File: src/rtl/pmta_pkg.sv
// Package with constants and types for the program memory table access unit.
package pmta_pkg;
   localparam int PMTA_ADDR_W = 16;
   localparam int PMTA_WORD_W = 16;
   localparam int PMTA_BYTE_W = 8;
   localparam logic [15:0] PMTA_PTR_RST = 16'h0000;
   localparam logic [15:0] PMTA_LATCH_RST = 16'h0000;
   localparam logic [1:0] PMTA_EXT_CYCLES = 2'h2;
   localparam logic [1:0] PMTA_NOVPP_CYCLES = 2'h2;
   localparam int PMTA_PIN_SRC = 3;
   localparam int PMTA_PERIPH_W = 8;

   // Instruction codes presented by the core.
   typedef enum logic [2:0] {
      PMTA_OP_NONE = 3'h0,
      PMTA_OP_WORD_READ = 3'h1,
      PMTA_OP_WORD_WRITE = 3'h2,
      PMTA_OP_BYTE_READ = 3'h3,
      PMTA_OP_BYTE_WRITE = 3'h4,
      PMTA_OP_PTR_LOAD = 3'h5
   } pmta_op_t;

   typedef enum {
      PMTA_IDLE,
      PMTA_RD_FETCH,
      PMTA_EXT_WR,
      PMTA_NOVPP_WR,
      PMTA_LONG_WR,
      PMTA_EXT_WAIT
   } pmta_state_t;
endpackage : pmta_pkg

File: src/rtl/pmta_table_access.sv
// Table transfer unit moving words between program memory and data memory.
`timescale 1ns/1ps
// Behaviour
// - Word read returns latch byte, then refills latch.
// - Pointer increments after transfer when operand set.
// - Internal write starts long write, stalls core.
// - Only interrupt or reset ends long write.
// - Ending needs enable and flag both set.
// - Pin/timer source end clears highest flag.
// - Pending interrupt aborts internal write as no-op.
// - Peripheral source flag stays set.
// - Vector only when inhibit bit clear.
// - Peripheral enabled, flagged, uninhibited ends and vectors.
// - No programming voltage gives plain two-cycle write.
// - External write takes two cycles, data second.
// - Inhibited external write waits for flag.
// - First read returns stale latch contents.
// - Write stores whole latch at pointer address.
// - External reads use separate read latch.
module pmta_table_access #(
   parameter int ADDR_W = 16,
   parameter int PERIPH_W = 8
) (
   input wire logic core_clk_i,
   input wire logic rst_n_i,
   input wire pmta_pkg::pmta_op_t op_i,
   input wire logic op_valid_i,
   input wire logic byte_sel_i,
   input wire logic incr_i,
   input wire logic [7:0] wr_data_i,
   input wire logic [15:0] ptr_load_i,
   input wire logic ext_mem_i,
   input wire logic vpp_present_i,
   input wire logic global_vector_inhibit_i,
   input wire logic [2:0] pin_irq_en_i,
   input wire logic [2:0] pin_irq_flag_i,
   input wire logic [PERIPH_W-1:0] periph_irq_en_i,
   input wire logic [PERIPH_W-1:0] periph_irq_flag_i,
   input wire logic [15:0] mem_rdata_i,
   output logic [7:0] rd_data_o,
   output logic rd_valid_o,
   output logic stall_o,
   output logic vector_o,
   output logic [2:0] pin_flag_clr_o,
   output logic [ADDR_W-1:0] mem_addr_o,
   output logic [15:0] mem_wdata_o,
   output logic int_prog_o,
   output logic ext_we_o,
   output logic mem_re_o,
   output logic [ADDR_W-1:0] program_word_pointer_o,
   output logic [15:0] transfer_latch_o
);
   import pmta_pkg::*;

   // Lowest index is the highest priority pin or timer source.
   function automatic logic [2:0] pmta_first(input logic [2:0] req);
      logic [2:0] res;
      res = 3'h0;
      if (req[0]) begin
         res = 3'h1;
      end else if (req[1]) begin
         res = 3'h2;
      end else if (req[2]) begin
         res = 3'h4;
      end
      return res;
   endfunction : pmta_first

   // Pointer after a transfer: one on when the increment operand is set.
   function automatic logic [ADDR_W-1:0] pmta_step(input logic [ADDR_W-1:0] ptr, input logic inc);
      logic [ADDR_W-1:0] res;
      res = ptr;
      if (inc) begin
         res = ptr + ADDR_W'(1);
      end
      return res;
   endfunction : pmta_step

   // Chooses the high latch byte when the select is set, otherwise the low byte.
   function automatic logic [7:0] pmta_pick(input logic [15:0] word, input logic sel);
      logic [7:0] res;
      res = word[7:0];
      if (sel) begin
         res = word[15:8];
      end
      return res;
   endfunction : pmta_pick

   pmta_state_t state_r, state_nxt;
   logic [ADDR_W-1:0] ptr_r, ptr_nxt;
   logic [15:0] wr_latch_r, wr_latch_nxt;
   logic [15:0] rd_latch_r, rd_latch_nxt;
   logic [7:0] rd_data_r, rd_data_nxt;
   logic rd_valid_r, rd_valid_nxt;
   logic vector_r, vector_nxt;
   logic [2:0] clr_r, clr_nxt;
   logic [ADDR_W-1:0] addr_r, addr_nxt;
   logic [15:0] wdata_r, wdata_nxt;
   logic int_prog_r, int_prog_nxt;
   logic ext_we_r, ext_we_nxt;
   logic re_r, re_nxt;
   logic incr_r, incr_nxt;
   logic [1:0] cnt_r, cnt_nxt;
   logic [2:0] pin_act;
   logic periph_act;
   logic any_act;
   logic [15:0] read_src;

   // Sources able to end a long write need enable and flag both set.
   assign pin_act = pin_irq_en_i & pin_irq_flag_i;
   assign periph_act = |(periph_irq_en_i & periph_irq_flag_i);
   assign any_act = (|pin_act) | periph_act;
   // Internal reads share the write latch; external reads use their own.
   assign read_src = ext_mem_i ? rd_latch_r : wr_latch_r;

   // Sequencer, pointer and latch next-state logic.
   always_comb begin
      state_nxt = state_r;
      ptr_nxt = ptr_r;
      wr_latch_nxt = wr_latch_r;
      rd_latch_nxt = rd_latch_r;
      rd_data_nxt = rd_data_r;
      rd_valid_nxt = 1'b0;
      vector_nxt = 1'b0;
      clr_nxt = 3'h0;
      addr_nxt = addr_r;
      wdata_nxt = wdata_r;
      int_prog_nxt = 1'b0;
      ext_we_nxt = 1'b0;
      re_nxt = 1'b0;
      incr_nxt = incr_r;
      cnt_nxt = cnt_r;
      case (state_r)
         PMTA_IDLE: begin
            if (op_valid_i) begin
               case (op_i)
                  PMTA_OP_PTR_LOAD: begin
                     ptr_nxt = ptr_load_i[ADDR_W-1:0];
                  end
                  PMTA_OP_BYTE_READ: begin
                     rd_data_nxt = pmta_pick(read_src, byte_sel_i);
                     rd_valid_nxt = 1'b1;
                  end
                  PMTA_OP_BYTE_WRITE: begin
                     if (byte_sel_i) begin
                        wr_latch_nxt[15:8] = wr_data_i;
                     end else begin
                        wr_latch_nxt[7:0] = wr_data_i;
                     end
                  end
                  PMTA_OP_WORD_READ: begin
                     // Byte goes out first from the old latch, so the first read is stale.
                     rd_data_nxt = pmta_pick(read_src, byte_sel_i);
                     rd_valid_nxt = 1'b1;
                     addr_nxt = ptr_r;
                     re_nxt = 1'b1;
                     incr_nxt = incr_i;
                     state_nxt = PMTA_RD_FETCH;
                  end
                  PMTA_OP_WORD_WRITE: begin
                     if (byte_sel_i) begin
                        wr_latch_nxt[15:8] = wr_data_i;
                     end else begin
                        wr_latch_nxt[7:0] = wr_data_i;
                     end
                     addr_nxt = ptr_r;
                     incr_nxt = incr_i;
                     if (ext_mem_i) begin
                        cnt_nxt = PMTA_EXT_CYCLES - 2'h1;
                        state_nxt = (global_vector_inhibit_i && (|pin_irq_en_i) && !(|pin_act))
                           ? PMTA_EXT_WAIT : PMTA_EXT_WR;
                     end else if (any_act) begin
                        // Pending interrupt turns the write into a no-operation.
                        clr_nxt = pmta_first(pin_act);
                     end else if (!vpp_present_i) begin
                        cnt_nxt = PMTA_NOVPP_CYCLES - 2'h1;
                        state_nxt = PMTA_NOVPP_WR;
                     end else begin
                        wdata_nxt = wr_latch_nxt;
                        int_prog_nxt = 1'b1;
                        state_nxt = PMTA_LONG_WR;
                     end
                  end
                  default: begin
                  end
               endcase
            end
         end
         PMTA_RD_FETCH: begin
            // Latch refill from the addressed program word.
            if (ext_mem_i) begin
               rd_latch_nxt = mem_rdata_i;
            end else begin
               wr_latch_nxt = mem_rdata_i;
            end
            ptr_nxt = pmta_step(ptr_r, incr_r);
            state_nxt = PMTA_IDLE;
         end
         PMTA_EXT_WAIT: begin
            // Inhibited external write waits for a flag, then clears it.
            if (|pin_act) begin
               clr_nxt = pmta_first(pin_act);
               state_nxt = PMTA_EXT_WR;
            end
         end
         PMTA_EXT_WR: begin
            // The strobe is registered one edge early so that it stands in the last write cycle.
            if (cnt_r != 2'h0) begin
               cnt_nxt = cnt_r - 2'h1;
               if (cnt_r == 2'h1) begin
                  wdata_nxt = wr_latch_r;
                  ext_we_nxt = 1'b1;
               end
            end else begin
               ptr_nxt = pmta_step(ptr_r, incr_r);
               state_nxt = PMTA_IDLE;
            end
         end
         PMTA_NOVPP_WR: begin
            if (cnt_r != 2'h0) begin
               cnt_nxt = cnt_r - 2'h1;
            end else begin
               ptr_nxt = pmta_step(ptr_r, incr_r);
               state_nxt = PMTA_IDLE;
            end
         end
         PMTA_LONG_WR: begin
            int_prog_nxt = 1'b1;
            if (any_act) begin
               // Only an enabled, flagged source ends the cycle.
               int_prog_nxt = 1'b0;
               vector_nxt = !global_vector_inhibit_i;
               clr_nxt = pmta_first(pin_act);
               ptr_nxt = pmta_step(ptr_r, incr_r);
               state_nxt = PMTA_IDLE;
            end
         end
         default: begin
            state_nxt = PMTA_IDLE;
         end
      endcase
   end

   // State registers.
   always_ff @(posedge core_clk_i or negedge rst_n_i) begin
      if (!rst_n_i) begin
         state_r <= PMTA_IDLE;
         ptr_r <= ADDR_W'(PMTA_PTR_RST);
         wr_latch_r <= PMTA_LATCH_RST;
         rd_latch_r <= PMTA_LATCH_RST;
         rd_data_r <= 8'h00;
         rd_valid_r <= 1'b0;
         vector_r <= 1'b0;
         clr_r <= 3'h0;
         addr_r <= '0;
         wdata_r <= 16'h0000;
         int_prog_r <= 1'b0;
         ext_we_r <= 1'b0;
         re_r <= 1'b0;
         incr_r <= 1'b0;
         cnt_r <= 2'h0;
      end else begin
         state_r <= state_nxt;
         ptr_r <= ptr_nxt;
         wr_latch_r <= wr_latch_nxt;
         rd_latch_r <= rd_latch_nxt;
         rd_data_r <= rd_data_nxt;
         rd_valid_r <= rd_valid_nxt;
         vector_r <= vector_nxt;
         clr_r <= clr_nxt;
         addr_r <= addr_nxt;
         wdata_r <= wdata_nxt;
         int_prog_r <= int_prog_nxt;
         ext_we_r <= ext_we_nxt;
         re_r <= re_nxt;
         incr_r <= incr_nxt;
         cnt_r <= cnt_nxt;
      end
   end

   // Outputs straight from flip-flops; stall covers every busy state.
   always_ff @(posedge core_clk_i or negedge rst_n_i) begin
      if (!rst_n_i) begin
         stall_o <= 1'b0;
      end else begin
         stall_o <= (state_nxt != PMTA_IDLE);
      end
   end

   assign rd_data_o = rd_data_r;
   assign rd_valid_o = rd_valid_r;
   assign vector_o = vector_r;
   assign pin_flag_clr_o = clr_r;
   assign mem_addr_o = addr_r;
   assign mem_wdata_o = wdata_r;
   assign int_prog_o = int_prog_r;
   assign ext_we_o = ext_we_r;
   assign mem_re_o = re_r;
   assign program_word_pointer_o = ptr_r;
   assign transfer_latch_o = wr_latch_r;
endmodule : pmta_table_access

File: config.mk
export PLATFORM = sky130hd
export DESIGN_NAME = pmta_table_access
export DESIGN_NICKNAME = d
export VERILOG_FILES = /design/src/rtl/pmta_pkg.sv /design/src/rtl/pmta_table_access.sv
export SDC_FILE = /design/constraint.sdc
export NUM_CORES = 1
export LEC_CHECK = 0
export BUFFER_PORTS_ARGS = -buffer_cell sky130_fd_sc_hd__clkbuf_2
export CAP_MARGIN = 10
export CORE_MARGIN = 2
export CORE_UTILIZATION = 30
export DETAILED_ROUTE_END_ITERATION = 10
export PLACE_DENSITY = 0.53
export SLEW_MARGIN = 15
export SYNTH_ARGS = -nofsm -noshare
export SYNTH_HDL_FRONTEND = slang
export SYNTH_SLANG_ARGS = --single-unit
File: constraint.sdc
create_clock -name core_clk_i -period 6.97 [get_ports core_clk_i]
set_input_delay 1.394 -clock core_clk_i [delete_from_list [all_inputs] [get_ports core_clk_i]]
set_output_delay 1.394 -clock core_clk_i [all_outputs]
set_load 0.01 [all_outputs]
==> impl_results.md <==
- FFs w/ async S/R, synth: between 90% and 100%
- RSZ-0062 raised after global routing: no
- Yosys cell types: 63
- Setup ws final: 3481 ps
- VDD IR max: 0.0001254 V
- Syn_area_per_cell: roughly 11 um^2
- Post-Syn Area: roughly 6100 um^2
- Reg-to-reg endpoint: rd_latch_r[3]
- Mapped Cells: 541
- Post-CTS Resized: 0
- Type of the worst setup path: in2reg
- Worst hold path cell count: 2
- CP endpoint kind: register
- RR Startpoint: state_r[3]
- CTS root buffer: clkbuf_16
- Number of synthesized flops with an enable pin: 0
- Place WS: 3093 ps
- Hold EP: mem_wdata_o[1]
- Final hold viol count: 0
- CP Launch Point: op_i[0]
- Seq/Total Area, Yosys: 53.89%
- Pin count of the biggest net entering global routing: 81
- DR vias/cell: 4.822
- WL/cell: 16.89 um
- Slew @ Worst Pin: 1105 ps
- DRC: 0
- CTS Sinks: between 100 and 150
- CORE AREA: between 20000 and 25000 um^2
- Via count: 4827
- Post-CTS Hold Buffers: 0
- FF-to-FF setup slack: 3570 ps
- Slowest stage cell, crit path: o32ai_4
- Min-delay worst type: reg2reg
- Final setup fails: 0
- N_diodes: 0
- Startpoint Class: input port
- Status: finished, final reports clean
- Worst path cell trace: clkbuf_2 -> nand2b_1 -> o32ai_4 -> or4b_1 -> o21bai_1 -> nand2_1 -> o211ai_1
- Die W: 146.9 um
- Max clock buf depth: 2
- Routed Antenna Nets: 0
- Clock transition at path regs: 60 ps
- YS warnings: 0
- Die span in y: roughly 150 um
- Post-Route WL: around 17 mm
- Layout cell share with drive strength beyond 1: roughly a third
- DRT iter0 DRCs: 237
- Number of synthesized register bits: 132
- Initial Utilization: a little under a third
- Worst path max stage delay: 700 ps
- Nets: 795
- Syn-to-layout area delta: 28.05%
- FMAX: 0.2866 GHz
- Fin crit share: 50.05%
- IO Port Bufs: 153
- Die area: 21590 um^2
- Worst Path Max Fanout: 17
- Max Slew Vio Count: 0
- R2R cell count: 6
- Most frequent cells in the layout: clkbuf_2 (152), dfrtp_1 (132), nand2_1 (57)
- Final Power: 1.751 mW
- GRT Total Usage: 16.17%
- Drt pass-1 iters: 4
- Leak pwr: 3.757 nW
- Worst EP arrival: 3750 ps
- Num rows: 52
- Hold Startpoint: mem_wdata_o[1]
- WP buf/inv: 1
- Vias in the first global route: 4730
- Global-route wire length before repair: 26.96 mm
- Commonest non-fill, non-tap cell in the layout: clkbuf_2
- Max-cap violations: 0
- Relative slew slack: 26.33%
- Setup TNS: 0 ps
- Num CTS Buffers: 17
- Antenna violations before repair: 1
- Power Density: approximately 220 nW/um^2
- Setup repair bufs after CTS: 0
- HPWL after detailed placement: 12.11 mm
- Skew-Pair Late Insertion Delay: between 400 and 500 ps
- Worst clock skew: around 11 ps
- Remaining global-route overflow: 0
- Hold slack final: 479.4 ps
- Worst path required time: 7230 ps
- CTS tree: yes
- Placer Congestion: 0.8267
- Io pins: 154
- Min Tclk post-route: 3489 ps
- Top_reg_cell synth: dfrtp_1
- # H-tree levels: 4
- CP top delay family: compound AO/OA/AOI/OAI gates
cell usage after synthesis (2+ instances only):
master / number / area share [%]
and2_1: 2 / 0.20
dfrtp_1: 132 / 54
buf_2: 3 / 0.24
o21ai_0: 41 / 3.3
and3_1: 5 / 0.51
nor4_1: 14 / 1.4
nor2b_1: 12 / 1.2
o21bai_1: 2 / 0.24
clkbuf_1: 21 / 1.3
a22oi_1: 4 / 0.49
nand2_1: 57 / 3.5
a211oi_1: 5 / 0.61
nor2_1: 21 / 1.3
mux4_2: 8 / 2.9
nand3_1: 8 / 0.65
mux2_2: 27 / 5.0
nor3_1: 13 / 1.1
a21o_1: 2 / 0.24
o21a_1: 3 / 0.37
buf_6: 2 / 0.37
xnor2_1: 3 / 0.43
o2111ai_1: 2 / 0.29
a21oi_1: 17 / 1.4
or3_1: 2 / 0.20
o2bb2ai_1: 3 / 0.43
inv_1: 12 / 0.73
mux2i_1: 29 / 4.7
mux2_4: 10 / 2.4
nand4_1: 22 / 2.2
a31oi_1: 4 / 0.41
nand2b_1: 3 / 0.31
ha_1: 4 / 0.82
o22ai_1: 8 / 0.82
a21boi_0: 2 / 0.24
o211ai_1: 10 / 1.2
power breakdown:
group / internal (mW) / leakage [nW] / total, mW / switching (mW)
combinational: 0.0331 / 1.73 / 0.0887 / 0.0556
sequential: 0.778 / 1.75 / 0.783 / 0.00553
clock: 0.546 / 0.280 / 0.880 / 0.334
cell families after synthesis:
group / count (synthesis) / synth area share [%]
AO/OA/AOI/OAI: 116 / 12.39
XOR/XNOR: 3 / 0.4287
adder cells (fa/ha/maj): 4 / 0.8165
buffers and inverters: 39 / 2.756
flip-flops: 132 / 53.89
multiplexers: 74 / 15.08
other: 1 / 0.06118
AND/OR/NAND/NOR: 172 / 14.57
routing by layer:
layer	vias to the layer above	track usage (%)	wire [um]	part of all wire, %
li1	2329	-	-	-
met1	2356	22.38	8100	48
met2	121	24.69	7801	46
met3	19	4.099	729	4.3
met4	2	5.817	256	1.5
met5	-	0	16	0.095
metrics by stage:
stage	util (%)	cells	cell area, um^2
5_1_grt	38.91	1001	7849
3_3_place_gp	36.00	969	7261
4_1_cts	38.91	1001	7849
3_5_place_dp	36.00	969	7261
2_1_floorplan	-	569	6235
6_report	38.91	1001	7849
worst max path at each step:
stage,endpoint,slack (ps),cells past startpoint
after global routing,rd_latch_r[4],3300,6
after global placement,transfer_latch_o[12],3170,7
after CTS,rd_latch_r[12],3500,6
final,transfer_latch_o[11],3480,7
after floorplan,transfer_latch_o[10],3900,7
after detailed placement,transfer_latch_o[9],3090,7
cell type report:
type / count / area [um^2]
clock inverter: 11 / 127.6
inverter: 12 / 45.04
timing repair buffer: 157 / 802.0
fill: 2012 / 12320
tap: 270 / 337.8
multi-input combinational: 398 / 2773
clock buffer: 21 / 460.4
sequential: 132 / 3303
sequential cells by signal, summed over array words and instances (netlist names), 2 cells and up:
register	cells
cnt_r	2
mem_addr_o	16
mem_wdata_o	16
pin_flag_clr_o	3
program_word_pointer_o	16
rd_data_o	8
rd_latch_r	16
state_r	32
transfer_latch_o	16
worst min-delay path, cell delays in order, from the launching register on:
cell and delay, ps:
dfrtp_1 340, nand2_1 40, o21ai_0 60
Note: power is estimated with default switching activity, not from simulation.
